## config.mk

```make
export PLATFORM = sky130hd
export DESIGN_NAME = pbo_port
export DESIGN_NICKNAME = d
export VERILOG_FILES = /design/src/inc/pbo_pkg.sv /design/src/rtl/pbo_pin_cell.sv /design/src/rtl/pbo_port.sv
export SDC_FILE = /design/constraint.sdc
export NUM_CORES = 1
export LEC_CHECK = 0
export ABC_AREA = 1
export ABC_CLOCK_PERIOD_IN_PS = 1300
export BUFFER_PORTS_ARGS = -buffer_cell sky130_fd_sc_hd__buf_2
export CAP_MARGIN = 20
export CORE_UTILIZATION = 35
export CTS_CLUSTER_SIZE = 28
export DETAILED_ROUTE_END_ITERATION = 7
export GPL_TIMING_DRIVEN = 1
export HOLD_SLACK_MARGIN = 0.05
export PLACE_DENSITY = 0.69
export SYNTH_ARGS = -nofsm -noshare
export SYNTH_HDL_FRONTEND = slang
export SYNTH_SLANG_ARGS = --single-unit
```

## constraint.sdc

```tcl
create_clock -name pclk -period 1.3 [get_ports pclk]
set_input_delay 0 -clock pclk [delete_from_list [all_inputs] [get_ports pclk]]
set_output_delay 0 -clock pclk [all_outputs]
set_load 0.005 [all_outputs]
```

## src/inc/pbo_pkg.sv

```systemverilog
package pbo_pkg;
   // ==========================================================
   // Register offsets (printed offsets not all multiples of 4)
   // ==========================================================
   localparam logic [7:0] IDX_PORT_B_OUTPUT_LATCH = 8'h18;
   localparam logic [7:0] IDX_PORT_A_INPUT_LEVELS = 8'h19;
   localparam logic [7:0] IDX_PORT_A_DIRECTION    = 8'h1a;
   localparam logic [7:0] IDX_PORT_A_OUTPUT_LATCH = 8'h1b;
   localparam logic [7:0] IDX_CORE_CONTROL        = 8'h35;
   localparam logic [7:0] IDX_PORT_B_DIRECTION    = 8'h17;
   localparam logic [7:0] IDX_PORT_B_INPUT_LEVELS = 8'h16;
   localparam logic [7:0] IDX_ALT_CONTROL         = 8'h40;
   localparam logic [7:0] IDX_ALT_STATUS          = 8'h41;

   // ==========================================================
   // Reset values and field positions
   // ==========================================================
   localparam logic [7:0] RST_LATCH     = 8'h00;
   localparam logic [7:0] RST_DIRECTION = 8'h00;
   localparam logic [7:0] RST_CORE      = 8'h00;
   localparam logic [7:0] RST_ALT       = 8'h00;
   localparam int         CORE_PU_OFF   = 6;
   localparam logic [7:0] CORE_RO_MASK  = 8'h03;
   // Alt control bits
   localparam int ALT_PORT_SELECT   = 0;
   localparam int ALT_TWO_WIRE      = 1;
   localparam int ALT_THREE_WIRE    = 2;
   localparam int ALT_START_IRQ_EN  = 3;
   localparam int ALT_PCIE          = 4;

   // Per-pin override bundle
   typedef struct packed {
      logic [7:0] pu_oe;
      logic [7:0] pu_ov;
      logic [7:0] dd_oe;
      logic [7:0] dd_ov;
      logic [7:0] pv_oe;
      logic [7:0] pv_ov;
      logic [7:0] pt_oe;
      logic [7:0] die_oe;
      logic [7:0] die_ov;
   } pbo_ovr_t;

   // Peripheral signals entering the override logic
   typedef struct packed {
      logic       serial_data_out;
      logic       serial_clock_hold;
      logic       serial_clock_toggle;
      logic       sda_drive;
      logic       timer1_compare_a_out;
      logic       timer1_compare_a_en;
      logic       timer1_compare_b_out;
      logic       timer1_compare_b_en;
      logic       timer1_compare_d_out;
      logic       timer1_compare_d_en;
      logic       debug_tx;
      logic [7:0] adc_dig_disable;
   } pbo_periph_t;

   // Fuse states; the reset-disable and debug fuses read 0 when programmed
   typedef struct packed {
      logic reset_pin_disable_fuse;
      logic debug_link_fuse;
      logic lock_bits_programmed;
      logic internal_osc_selected;
      logic external_clock_selected;
   } pbo_fuse_t;
endpackage : pbo_pkg

```

## src/rtl/pbo_pin_cell.sv

```systemverilog
`timescale 1ns/1ps
// ==========================================================
// One port pin: overrides applied over register values
// ==========================================================
module pbo_pin_cell (
   input  wire logic pclk,
   input  wire logic presetn,
   input  wire logic pin_direction_bit,
   input  wire logic pin_output_bit,
   input  wire logic pull_up_disable,
   input  wire logic pu_oe,
   input  wire logic pu_ov,
   input  wire logic dd_oe,
   input  wire logic dd_ov,
   input  wire logic pv_oe,
   input  wire logic pv_ov,
   input  wire logic pt_oe,
   input  wire logic die_oe,
   input  wire logic die_ov,
   input  wire logic pad_in,
   output logic      pad_out,
   output logic      pad_oe,
   output logic      pad_pullup,
   output logic      pin_level
);
   logic dir_eff;
   logic val_eff;
   logic din_en;
   logic sync1_ff;
   logic sync2_ff;

   // Override enable takes priority over register value
   assign dir_eff    = dd_oe ? dd_ov : pin_direction_bit;
   assign val_eff    = pv_oe ? pv_ov : pin_output_bit;
   assign pad_out    = pt_oe ? ~pin_output_bit : val_eff;
   assign pad_oe     = dir_eff;
   // Pull-up override bypasses the global disable, as debug needs it
   assign pad_pullup = pu_oe ? pu_ov
                     : (~pin_direction_bit & pin_output_bit & ~pull_up_disable);
   // Digital input enabled unless overridden off
   assign din_en     = die_oe ? die_ov : 1'b1;

   // Two-stage sampler; first stage feeds only the second
   always_ff @(posedge pclk or negedge presetn) begin
      if (!presetn) begin
         sync1_ff <= 1'b0;
         sync2_ff <= 1'b0;
      end else begin
         sync1_ff <= pad_in & din_en;
         sync2_ff <= sync1_ff;
      end
   end
   assign pin_level = sync2_ff;
endmodule : pbo_pin_cell

```

## src/rtl/pbo_port.sv

```systemverilog
// The APB interface to the registers was decided locally.
`timescale 1ns/1ps
// Operation
// - Three-wire: serial data out drives pin 1
// - Pin 1 latch still enables pull-up
// - Pin 0 serial input needs input direction
// - Pin 2 outputs inverted compare B
// - Pin 1 outputs compare A ORed serial
// - Pin 0 outputs inverted compare A
// - Pin 7 debug: pull-up, debug direction
// - Two-wire pin 2 open-drain clock direction
// - Pin 0 value override: compare A
// - Oscillator overrides on pins 4 and 5
// - Global pull-up disable kills pull-ups except pin 7 in debug
// - Pin 2 serial clock and toggle
// - Pin 2 input kept for start detect
// - Pin 0 input kept for start detect
// - Reset-disable fuse makes pin 7 plain I/O
// - Debug fuse: pin 7 open-drain wired-AND
module pbo_port (
   input  wire logic                 pclk,
   input  wire logic                 presetn,
   input  wire logic                 psel,
   input  wire logic                 penable,
   input  wire logic                 pwrite,
   input  wire logic [11:0]          paddr,
   input  wire logic [31:0]          pwdata,
   input  wire logic [3:0]           pstrb,
   output logic      [31:0]          prdata,
   output logic                      pready,
   output logic                      pslverr,
   input  wire pbo_pkg::pbo_periph_t periph,
   input  wire pbo_pkg::pbo_fuse_t   fuses,
   input  wire logic [7:0]           port_b_in,
   output logic      [7:0]           port_b_out,
   output logic      [7:0]           port_b_oe,
   output logic      [7:0]           port_b_pullup,
   output logic      [7:0]           port_b_level,
   input  wire logic [7:0]           port_a_in,
   output logic      [7:0]           port_a_out,
   output logic      [7:0]           port_a_oe,
   output logic      [7:0]           port_a_pullup,
   output logic                      reset_pin_active,
   output logic                      serial_ctl_port_select,
   output logic                      serial_ctl_start_irq_en
);
   // ==========================================================
   // Registers
   // ==========================================================
   logic [7:0] port_b_latch_ff;
   logic [7:0] port_b_dir_ff;
   logic [7:0] port_a_latch_ff;
   logic [7:0] port_a_dir_ff;
   logic [7:0] core_ctl_ff;
   logic [7:0] alt_ctl_ff;
   logic [7:0] port_a_level;
   logic [7:0] pb_level;
   logic [7:0] nxt_rdata;
   logic       wr_en;
   logic       rd_en;
   logic       addr_ok;
   logic [7:0] idx;
   logic       pull_up_disable;
   logic       serial_port_select;
   logic       serial_two_wire_active;
   logic       serial_three_wire_active;
   logic       serial_start_irq_enable;
   logic       pcie;
   logic       rst_dis;
   logic       dbg_en;
   logic       osc_int;
   logic       osc_ext;
   pbo_pkg::pbo_ovr_t ovb;
   pbo_pkg::pbo_ovr_t ova;

   assign idx     = paddr[9:2];
   assign wr_en   = psel & penable & pwrite;
   assign rd_en   = psel & ~pwrite;
   assign pready  = 1'b1;                    // Zero wait states
   assign addr_ok = (paddr[1:0] == 2'b00) && (paddr[11:10] == 2'b00)
                 && (idx == pbo_pkg::IDX_PORT_B_OUTPUT_LATCH
                  || idx == pbo_pkg::IDX_PORT_A_INPUT_LEVELS
                  || idx == pbo_pkg::IDX_PORT_A_DIRECTION
                  || idx == pbo_pkg::IDX_PORT_A_OUTPUT_LATCH
                  || idx == pbo_pkg::IDX_CORE_CONTROL
                  || idx == pbo_pkg::IDX_PORT_B_DIRECTION
                  || idx == pbo_pkg::IDX_PORT_B_INPUT_LEVELS
                  || idx == pbo_pkg::IDX_ALT_CONTROL
                  || idx == pbo_pkg::IDX_ALT_STATUS);
   assign pslverr = psel & penable & ~addr_ok;

   // Register writes; only byte lane 0 carries data
   always_ff @(posedge pclk or negedge presetn) begin
      if (!presetn) begin
         port_b_latch_ff <= pbo_pkg::RST_LATCH;
         port_b_dir_ff   <= pbo_pkg::RST_DIRECTION;
         port_a_latch_ff <= pbo_pkg::RST_LATCH;
         port_a_dir_ff   <= pbo_pkg::RST_DIRECTION;
         core_ctl_ff     <= pbo_pkg::RST_CORE;
         alt_ctl_ff      <= pbo_pkg::RST_ALT;
      end else if (wr_en && addr_ok && pstrb[0]) begin
         case (idx)
            pbo_pkg::IDX_PORT_B_OUTPUT_LATCH: port_b_latch_ff <= pwdata[7:0];
            pbo_pkg::IDX_PORT_A_DIRECTION:    port_a_dir_ff   <= pwdata[7:0];
            pbo_pkg::IDX_PORT_A_OUTPUT_LATCH: port_a_latch_ff <= pwdata[7:0];
            pbo_pkg::IDX_PORT_B_DIRECTION:    port_b_dir_ff   <= pwdata[7:0];
            // Writing a one to an input register toggles the latch
            pbo_pkg::IDX_PORT_A_INPUT_LEVELS: port_a_latch_ff <= port_a_latch_ff ^ pwdata[7:0];
            pbo_pkg::IDX_PORT_B_INPUT_LEVELS: port_b_latch_ff <= port_b_latch_ff ^ pwdata[7:0];
            // Low two bits are read-only
            pbo_pkg::IDX_CORE_CONTROL: core_ctl_ff <= pwdata[7:0] & ~pbo_pkg::CORE_RO_MASK;
            pbo_pkg::IDX_ALT_CONTROL:  alt_ctl_ff  <= pwdata[7:0];
            default: ;
         endcase
      end
   end

   // Read mux
   always_comb begin
      nxt_rdata = 8'h00;
      case (idx)
         pbo_pkg::IDX_PORT_B_OUTPUT_LATCH: nxt_rdata = port_b_latch_ff;
         pbo_pkg::IDX_PORT_A_INPUT_LEVELS: nxt_rdata = port_a_level;
         pbo_pkg::IDX_PORT_A_DIRECTION:    nxt_rdata = port_a_dir_ff;
         pbo_pkg::IDX_PORT_A_OUTPUT_LATCH: nxt_rdata = port_a_latch_ff;
         pbo_pkg::IDX_CORE_CONTROL:        nxt_rdata = core_ctl_ff;
         pbo_pkg::IDX_PORT_B_DIRECTION:    nxt_rdata = port_b_dir_ff;
         pbo_pkg::IDX_PORT_B_INPUT_LEVELS: nxt_rdata = pb_level;
         pbo_pkg::IDX_ALT_CONTROL:         nxt_rdata = alt_ctl_ff;
         pbo_pkg::IDX_ALT_STATUS:          nxt_rdata = {6'h00, dbg_en, rst_dis};
         default:                          nxt_rdata = 8'h00;
      endcase
   end
   // Read data is a flop loaded in the setup cycle
   always_ff @(posedge pclk or negedge presetn) begin
      if (!presetn) begin
         prdata <= 32'h0000_0000;
      end else if (rd_en && !penable) begin
         prdata <= {24'h00_0000, nxt_rdata};
      end
   end

   // ==========================================================
   // Control terms (reset and debug fuse terms true when fuse reads 0)
   // ==========================================================
   assign pull_up_disable          = core_ctl_ff[pbo_pkg::CORE_PU_OFF];
   assign serial_port_select       = alt_ctl_ff[pbo_pkg::ALT_PORT_SELECT];
   assign serial_two_wire_active   = alt_ctl_ff[pbo_pkg::ALT_TWO_WIRE];
   assign serial_three_wire_active = alt_ctl_ff[pbo_pkg::ALT_THREE_WIRE];
   assign serial_start_irq_enable  = alt_ctl_ff[pbo_pkg::ALT_START_IRQ_EN];
   assign pcie                     = alt_ctl_ff[pbo_pkg::ALT_PCIE];
   assign rst_dis  = ~fuses.reset_pin_disable_fuse;
   assign dbg_en   = ~fuses.debug_link_fuse & ~fuses.lock_bits_programmed;
   assign osc_int  = fuses.internal_osc_selected;
   assign osc_ext  = fuses.external_clock_selected;
   // Reset circuit owns pin 7 unless the disable fuse is programmed
   assign reset_pin_active        = ~rst_dis;
   assign serial_ctl_port_select  = serial_port_select;
   assign serial_ctl_start_irq_en = serial_start_irq_enable;

   // ==========================================================
   // Port B override table
   // ==========================================================
   always_comb begin
      ovb = '0;
      // Pin 0: inverted compare A, two-wire data line
      ovb.dd_oe[0]  = serial_two_wire_active & serial_port_select;
      ovb.dd_ov[0]  = (periph.sda_drive | port_b_latch_ff[0]) & port_b_dir_ff[0]
                    & serial_port_select;
      ovb.pv_oe[0]  = periph.timer1_compare_a_en
                    | (serial_two_wire_active & port_b_dir_ff[0]
                       & serial_port_select);
      ovb.pv_ov[0]  = ~periph.timer1_compare_a_out;
      // Three-wire data input does not override direction
      ovb.die_oe[0] = (pcie & port_b_latch_ff[0])
                    | (serial_start_irq_enable & serial_port_select);
      ovb.die_ov[0] = 1'b1;
      // Pin 1: compare A, three-wire data out
      ovb.pv_oe[1]  = periph.timer1_compare_a_en
                    | (serial_port_select & serial_three_wire_active);
      ovb.pv_ov[1]  = periph.timer1_compare_a_out
                    | (periph.serial_data_out & serial_port_select);
      // Pull-up on pin 1 still follows latch and direction
      ovb.pu_oe[1]  = 1'b0;
      // Pin 2: inverted compare B, serial clock
      ovb.dd_oe[2]  = serial_two_wire_active & serial_port_select;
      ovb.dd_ov[2]  = (periph.serial_clock_hold | port_b_latch_ff[2])
                    & port_b_dir_ff[2] & serial_port_select;
      ovb.pv_oe[2]  = periph.timer1_compare_b_en
                    | (serial_port_select & serial_two_wire_active
                       & port_b_dir_ff[2]);
      ovb.pv_ov[2]  = ~periph.timer1_compare_b_out;
      ovb.pt_oe[2]  = periph.serial_clock_toggle & serial_port_select;
      ovb.die_oe[2] = (pcie & port_b_latch_ff[2])
                    | (serial_start_irq_enable & serial_port_select);
      ovb.die_ov[2] = 1'b1;
      // Pin 3: compare B
      ovb.pv_oe[3]  = periph.timer1_compare_b_en;
      ovb.pv_ov[3]  = periph.timer1_compare_b_out;
      // Pin 4: oscillator input, inverted compare D
      ovb.pu_oe[4]  = osc_int;
      ovb.dd_oe[4]  = osc_int;
      ovb.pv_oe[4]  = periph.timer1_compare_d_en;
      ovb.pv_ov[4]  = ~periph.timer1_compare_d_out;
      ovb.die_oe[4] = osc_int | periph.adc_dig_disable[4];
      ovb.die_ov[4] = ~(osc_int & periph.adc_dig_disable[4]);
      // Pin 5: oscillator output, compare D
      ovb.pu_oe[5]  = osc_int & osc_ext;
      ovb.dd_oe[5]  = osc_int & osc_ext;
      ovb.pv_oe[5]  = periph.timer1_compare_d_en;
      ovb.pv_ov[5]  = periph.timer1_compare_d_out;
      ovb.die_oe[5] = (osc_int & osc_ext) | periph.adc_dig_disable[5];
      ovb.die_ov[5] = ~((osc_int & osc_ext) | periph.adc_dig_disable[5]);
      // Pin 6: plain input sources
      ovb.die_oe[6] = rst_dis | periph.adc_dig_disable[6];
      ovb.die_ov[6] = ~periph.adc_dig_disable[6];
      // Pin 7: debug link, open drain with pull-up forced
      ovb.pu_oe[7]  = rst_dis & dbg_en;
      ovb.pu_ov[7]  = 1'b1;
      ovb.dd_oe[7]  = rst_dis & dbg_en;
      ovb.dd_ov[7]  = periph.debug_tx;
      ovb.pv_oe[7]  = rst_dis & dbg_en;
      ovb.pv_ov[7]  = 1'b0;
   end

   // Port A uses register values only
   always_comb begin
      ova = '0;
   end

   // ==========================================================
   // Pin cells
   // ==========================================================
   genvar g;
   generate
      for (g = 0; g < 8; g++) begin : g_pin
         pbo_pin_cell u_b (
            .pclk              (pclk),
            .presetn           (presetn),
            .pin_direction_bit (port_b_dir_ff[g]),
            .pin_output_bit    (port_b_latch_ff[g]),
            .pull_up_disable   (pull_up_disable),
            .pu_oe             (ovb.pu_oe[g]),
            .pu_ov             (ovb.pu_ov[g]),
            .dd_oe             (ovb.dd_oe[g]),
            .dd_ov             (ovb.dd_ov[g]),
            .pv_oe             (ovb.pv_oe[g]),
            .pv_ov             (ovb.pv_ov[g]),
            .pt_oe             (ovb.pt_oe[g]),
            .die_oe            (ovb.die_oe[g]),
            .die_ov            (ovb.die_ov[g]),
            .pad_in            (port_b_in[g]),
            .pad_out           (port_b_out[g]),
            .pad_oe            (port_b_oe[g]),
            .pad_pullup        (port_b_pullup[g]),
            .pin_level         (pb_level[g])
         );
         pbo_pin_cell u_a (
            .pclk              (pclk),
            .presetn           (presetn),
            .pin_direction_bit (port_a_dir_ff[g]),
            .pin_output_bit    (port_a_latch_ff[g]),
            .pull_up_disable   (pull_up_disable),
            .pu_oe             (ova.pu_oe[g]),
            .pu_ov             (ova.pu_ov[g]),
            .dd_oe             (ova.dd_oe[g]),
            .dd_ov             (ova.dd_ov[g]),
            .pv_oe             (ova.pv_oe[g]),
            .pv_ov             (ova.pv_ov[g]),
            .pt_oe             (ova.pt_oe[g]),
            .die_oe            (ova.die_oe[g]),
            .die_ov            (ova.die_ov[g]),
            .pad_in            (port_a_in[g]),
            .pad_out           (port_a_out[g]),
            .pad_oe            (port_a_oe[g]),
            .pad_pullup        (port_a_pullup[g]),
            .pin_level         (port_a_level[g])
         );
      end
   endgenerate
   assign port_b_level = pb_level;
endmodule : pbo_port

```

==> impl_metrics.toml <==
[status]
status = "finished with violations"
failed_checks = "setup timing"

[clock_network]
ctsLongestPathBuffers = 2
number_of_sinks_handled_by_clock_tree_synthesis = 86
clock_insertion_delay_worst_skew_ns = 0.36
root_buffer = "clkbuf_16"
maximum_level_of_the_cts_h_tree = 3
tritoncts = "done"
worst_setup_hold_path_clk_slew_ns = 0.07
cts_made_buffers = 9

[setup_path]
crit_path_top_delay_cell = "dfrtp_2"
maximum_fanout_encountered_on_the_critical_timing_path = 10
timing.critical_path.to = "port_a_pullup[1]"
worst_setup_ep_type = "output pin"
timing.critical_path.cells = "buf_6, nor3_1, buf_2"
crit_path_required_time_ns = 1.30
worst_setup_path_start_kind = "flip-flop"
critPathMaxStageDelay_ns = 0.49
critical_path_arrival_ns = 1.39
r2r_setup_slk_ns = 0.09
reg2reg_from = "port_b_latch_ff[5]"
regToRegEndpoint = "prdata[5]"
setup.worst_path.start = "core_ctl_ff[6]"
reg2regPathDepth = 7
setup.worst_path.class = "flip-flop to output pin"

[route]
number_of_detailed_route_iterations_in_the_first_pass = 6
drc_errors = 0
vias = 4583
post_drt_via_cell_ratio = 4.74
routed_wirelength_mm = 14.1
dr.first_iter.drc_count = 344
routed_wire_per_std_cell_um = 14.6
remaining_antenna_violation_count_after_routing = 0

[power]
total_leakage_power_nw = 3.22
finalPower_mw = 5.94
vdd_ir_drop_max_uv = 686
power_density_nw_per_um2 = 939

[synth]
postSynthCellCount = 640
avgSynthCellArea_um2 = 7.75
ys_warn_count = 0
muxShareOfSynthArea_pct = 0
synthSimpleGateAreaFrac_pct = 22.0
synth_seq_cells = 86
synth_adder_area_share_pct = 0
synth-seq-area-share_pct = 43.4
synth_top_family_by_area = "simple AND/OR/NAND/NOR gates"
yosys.cell_types.count = 30
synth.cell_area_um2 = 4960
post_synth_xor_area_fraction_pct = 0
synth_compound_area_share_pct = 14.7

[sta]
setup_viol = 16
timing_max_transition_violations_final = 0
timing.clock.skew_ns = 0.00743
final_min_period_over_clock_period_pct = 107
final.setup.worst_slack_ns = -0.0881
max_clock_freq_ghz = 0.720
grt_setup_unrepaired = "yes"
hold_ws_ns = 0.0727
report.final.hold_viol_count = 0
totalNegativeSetupSlack_ns = -0.706
final.min_clock_period_ns = 1.39

[floorplanning]
die-area_um2 = 14700
design.core.area_um2 = 13800
die_w_um = 121
initial_core_utilization_pct = 35.9
die_height_um = 121
core.rowCount = 43
ios = 186

[place]
place.detailed.hpwl_mm = 10.7
place_congestion = 0.911
dp_cells = 918
buffer_ports.inserted = 128

[cells_and_area]
mostFrequentLayoutCells = "buf_2, nand2_1, dfrtp_1"
finalCoreUtilization_pct = 45.8
syn_to_layout_area_delta_pct = 27.5
filler_cell_count = 1324
mostFrequentLayoutCell = "buf_2"
layoutNonFillerInstCount = 967
post_route_cells_drive_above_1_share_pct = 27.9
final_net_count = 873

[global_routing]
grt_start_max_net_pins = 27
grt_pass1_wl_mm = 22.5
grt_util_all_layers_pct = 20.4
grt_antenna_before_repair = 3
grt_remaining_overflow = 0
grt_pass1_vias = 4239

[job]
drv.max_cap_violation_count = 0

[worst_hold_path]
worst_hold_path_type = "input pin to flip-flop"
worst_hold_path_depth = 5
[flip-flops by register name, indices dropped and copies added, names as in the netlist]
signal and count:
port_b_dir_ff 8, alt_ctl_ff 8, g_pin.u_b.pin_level 8, g_pin.u_a.sync1_ff 8, core_ctl_ff 6, prdata 8, g_pin.u_a.pin_level 8, port_a_dir_ff 8
port_b_latch_ff 8, port_a_latch_ff 8, g_pin.u_b.sync1_ff 8
[how the worst min path moves through the flow]
| stage | startpoint | to | slack (ns) |
|---|---|---|---|
| 4_1_cts | pwrite | prdata[3] | 0.07 |
| 6_report | pwrite | prdata[3] | 0.07 |
| 3_5_place_dp | presetn | port_b_latch_ff[7] | -0.04 |
| 5_1_grt | pwrite | prdata[6] | 0.11 |
| 3_3_place_gp | presetn | port_b_latch_ff[7] | -0.05 |
| 2_1_floorplan | presetn | alt_ctl_ff[0] | -0.30 |
[per-layer routing]
| metal | part of all wire (%) | routed length (um) | vias to the layer above | track usage (%) |
|---|---|---|---|---|
| met1 | 44 | 6220 | 2117 | 26.9 |
| met3 | 8.0 | 1140 | 26 | 6.63 |
| li1 | - | - | 2227 | - |
| met5 | 0.11 | 16 | - | 0 |
| met4 | 1.8 | 251 | 2 | 6.87 |
| met2 | 46 | 6480 | 211 | 31.5 |
[cells in the mapped netlist, drive strengths merged]
| master | count | share of area (%) |
|---|---|---|
| nand2 | 124 | 9.4 |
| conb | 2 | 0.15 |
| o211ai | 1 | 0.15 |
| a21boi | 1 | 0.15 |
| o21a | 1 | 0.15 |
| nand3 | 28 | 3.0 |
| o21ai | 89 | 9.0 |
| inv | 76 | 5.8 |
| nand4 | 1 | 0.25 |
| o22ai | 7 | 0.88 |
| o2bb2ai | 6 | 1.1 |
| clkbuf | 5 | 0.38 |
| dfrtp | 86 | 43 |
| nor4 | 3 | 0.50 |
| o21bai | 17 | 2.6 |
| buf | 89 | 14 |
| nor3 | 15 | 1.5 |
| o31ai | 1 | 0.15 |
| a21oi | 6 | 0.61 |
| nor2 | 82 | 7.3 |
[power breakdown]
| part | switching [mW] | internal (mW) | total, mW |
|---|---|---|---|
| clock network | 1.17 | 1.51 | 2.68 |
| registers | 0.0236 | 2.73 | 2.76 |
| logic | 0.276 | 0.224 | 0.500 |
[stage by stage]
stage	cell area (um2)	setup WS [ns]
floorplan	5050	0.0202
global placement	5620	-0.0792
detailed placement	5620	-0.136
CTS	6290	-0.0705
global route	6320	-0.116
finish	6330	-0.0881
[critical path: cells and delay by family, from the launching register on]
kind	cells	cell delay, ns
buffers and inverters	2	0.34
AND/OR/NAND/NOR	1	0.20
flip-flops	1	0.49
[cell families after synthesis]
logic type / Yosys count
compound gates: 129
buf+inv: 170
flops: 86
other cells: 2
simple gates: 253
[area by class of cell]
cell class | instances | area [um2] | area share [%]
multi-input combinational | 407 | 2000 | 31.7
tap | 180 | 225 | 3.56
clock inverter | 7 | 81.3 | 1.29
sequential | 86 | 2150 | 34.0
timing repair buffer | 200 | 1350 | 21.3
clock buffer | 9 | 225 | 3.56
antenna | 2 | 5.00 | 0.0791
inverter | 76 | 285 | 4.51
[what timing repair did]
action | 4_1_cts | 5_1_grt
hold buffers | 29 | 0
pin swaps | 4 | 4
setup endpoints to repair | 17 | 21
endpoints found under the hold margin | 133 | 0
resized for setup | 16 | 9
buffers inserted | 3 | 0
(Power assumes the default switching activity.)
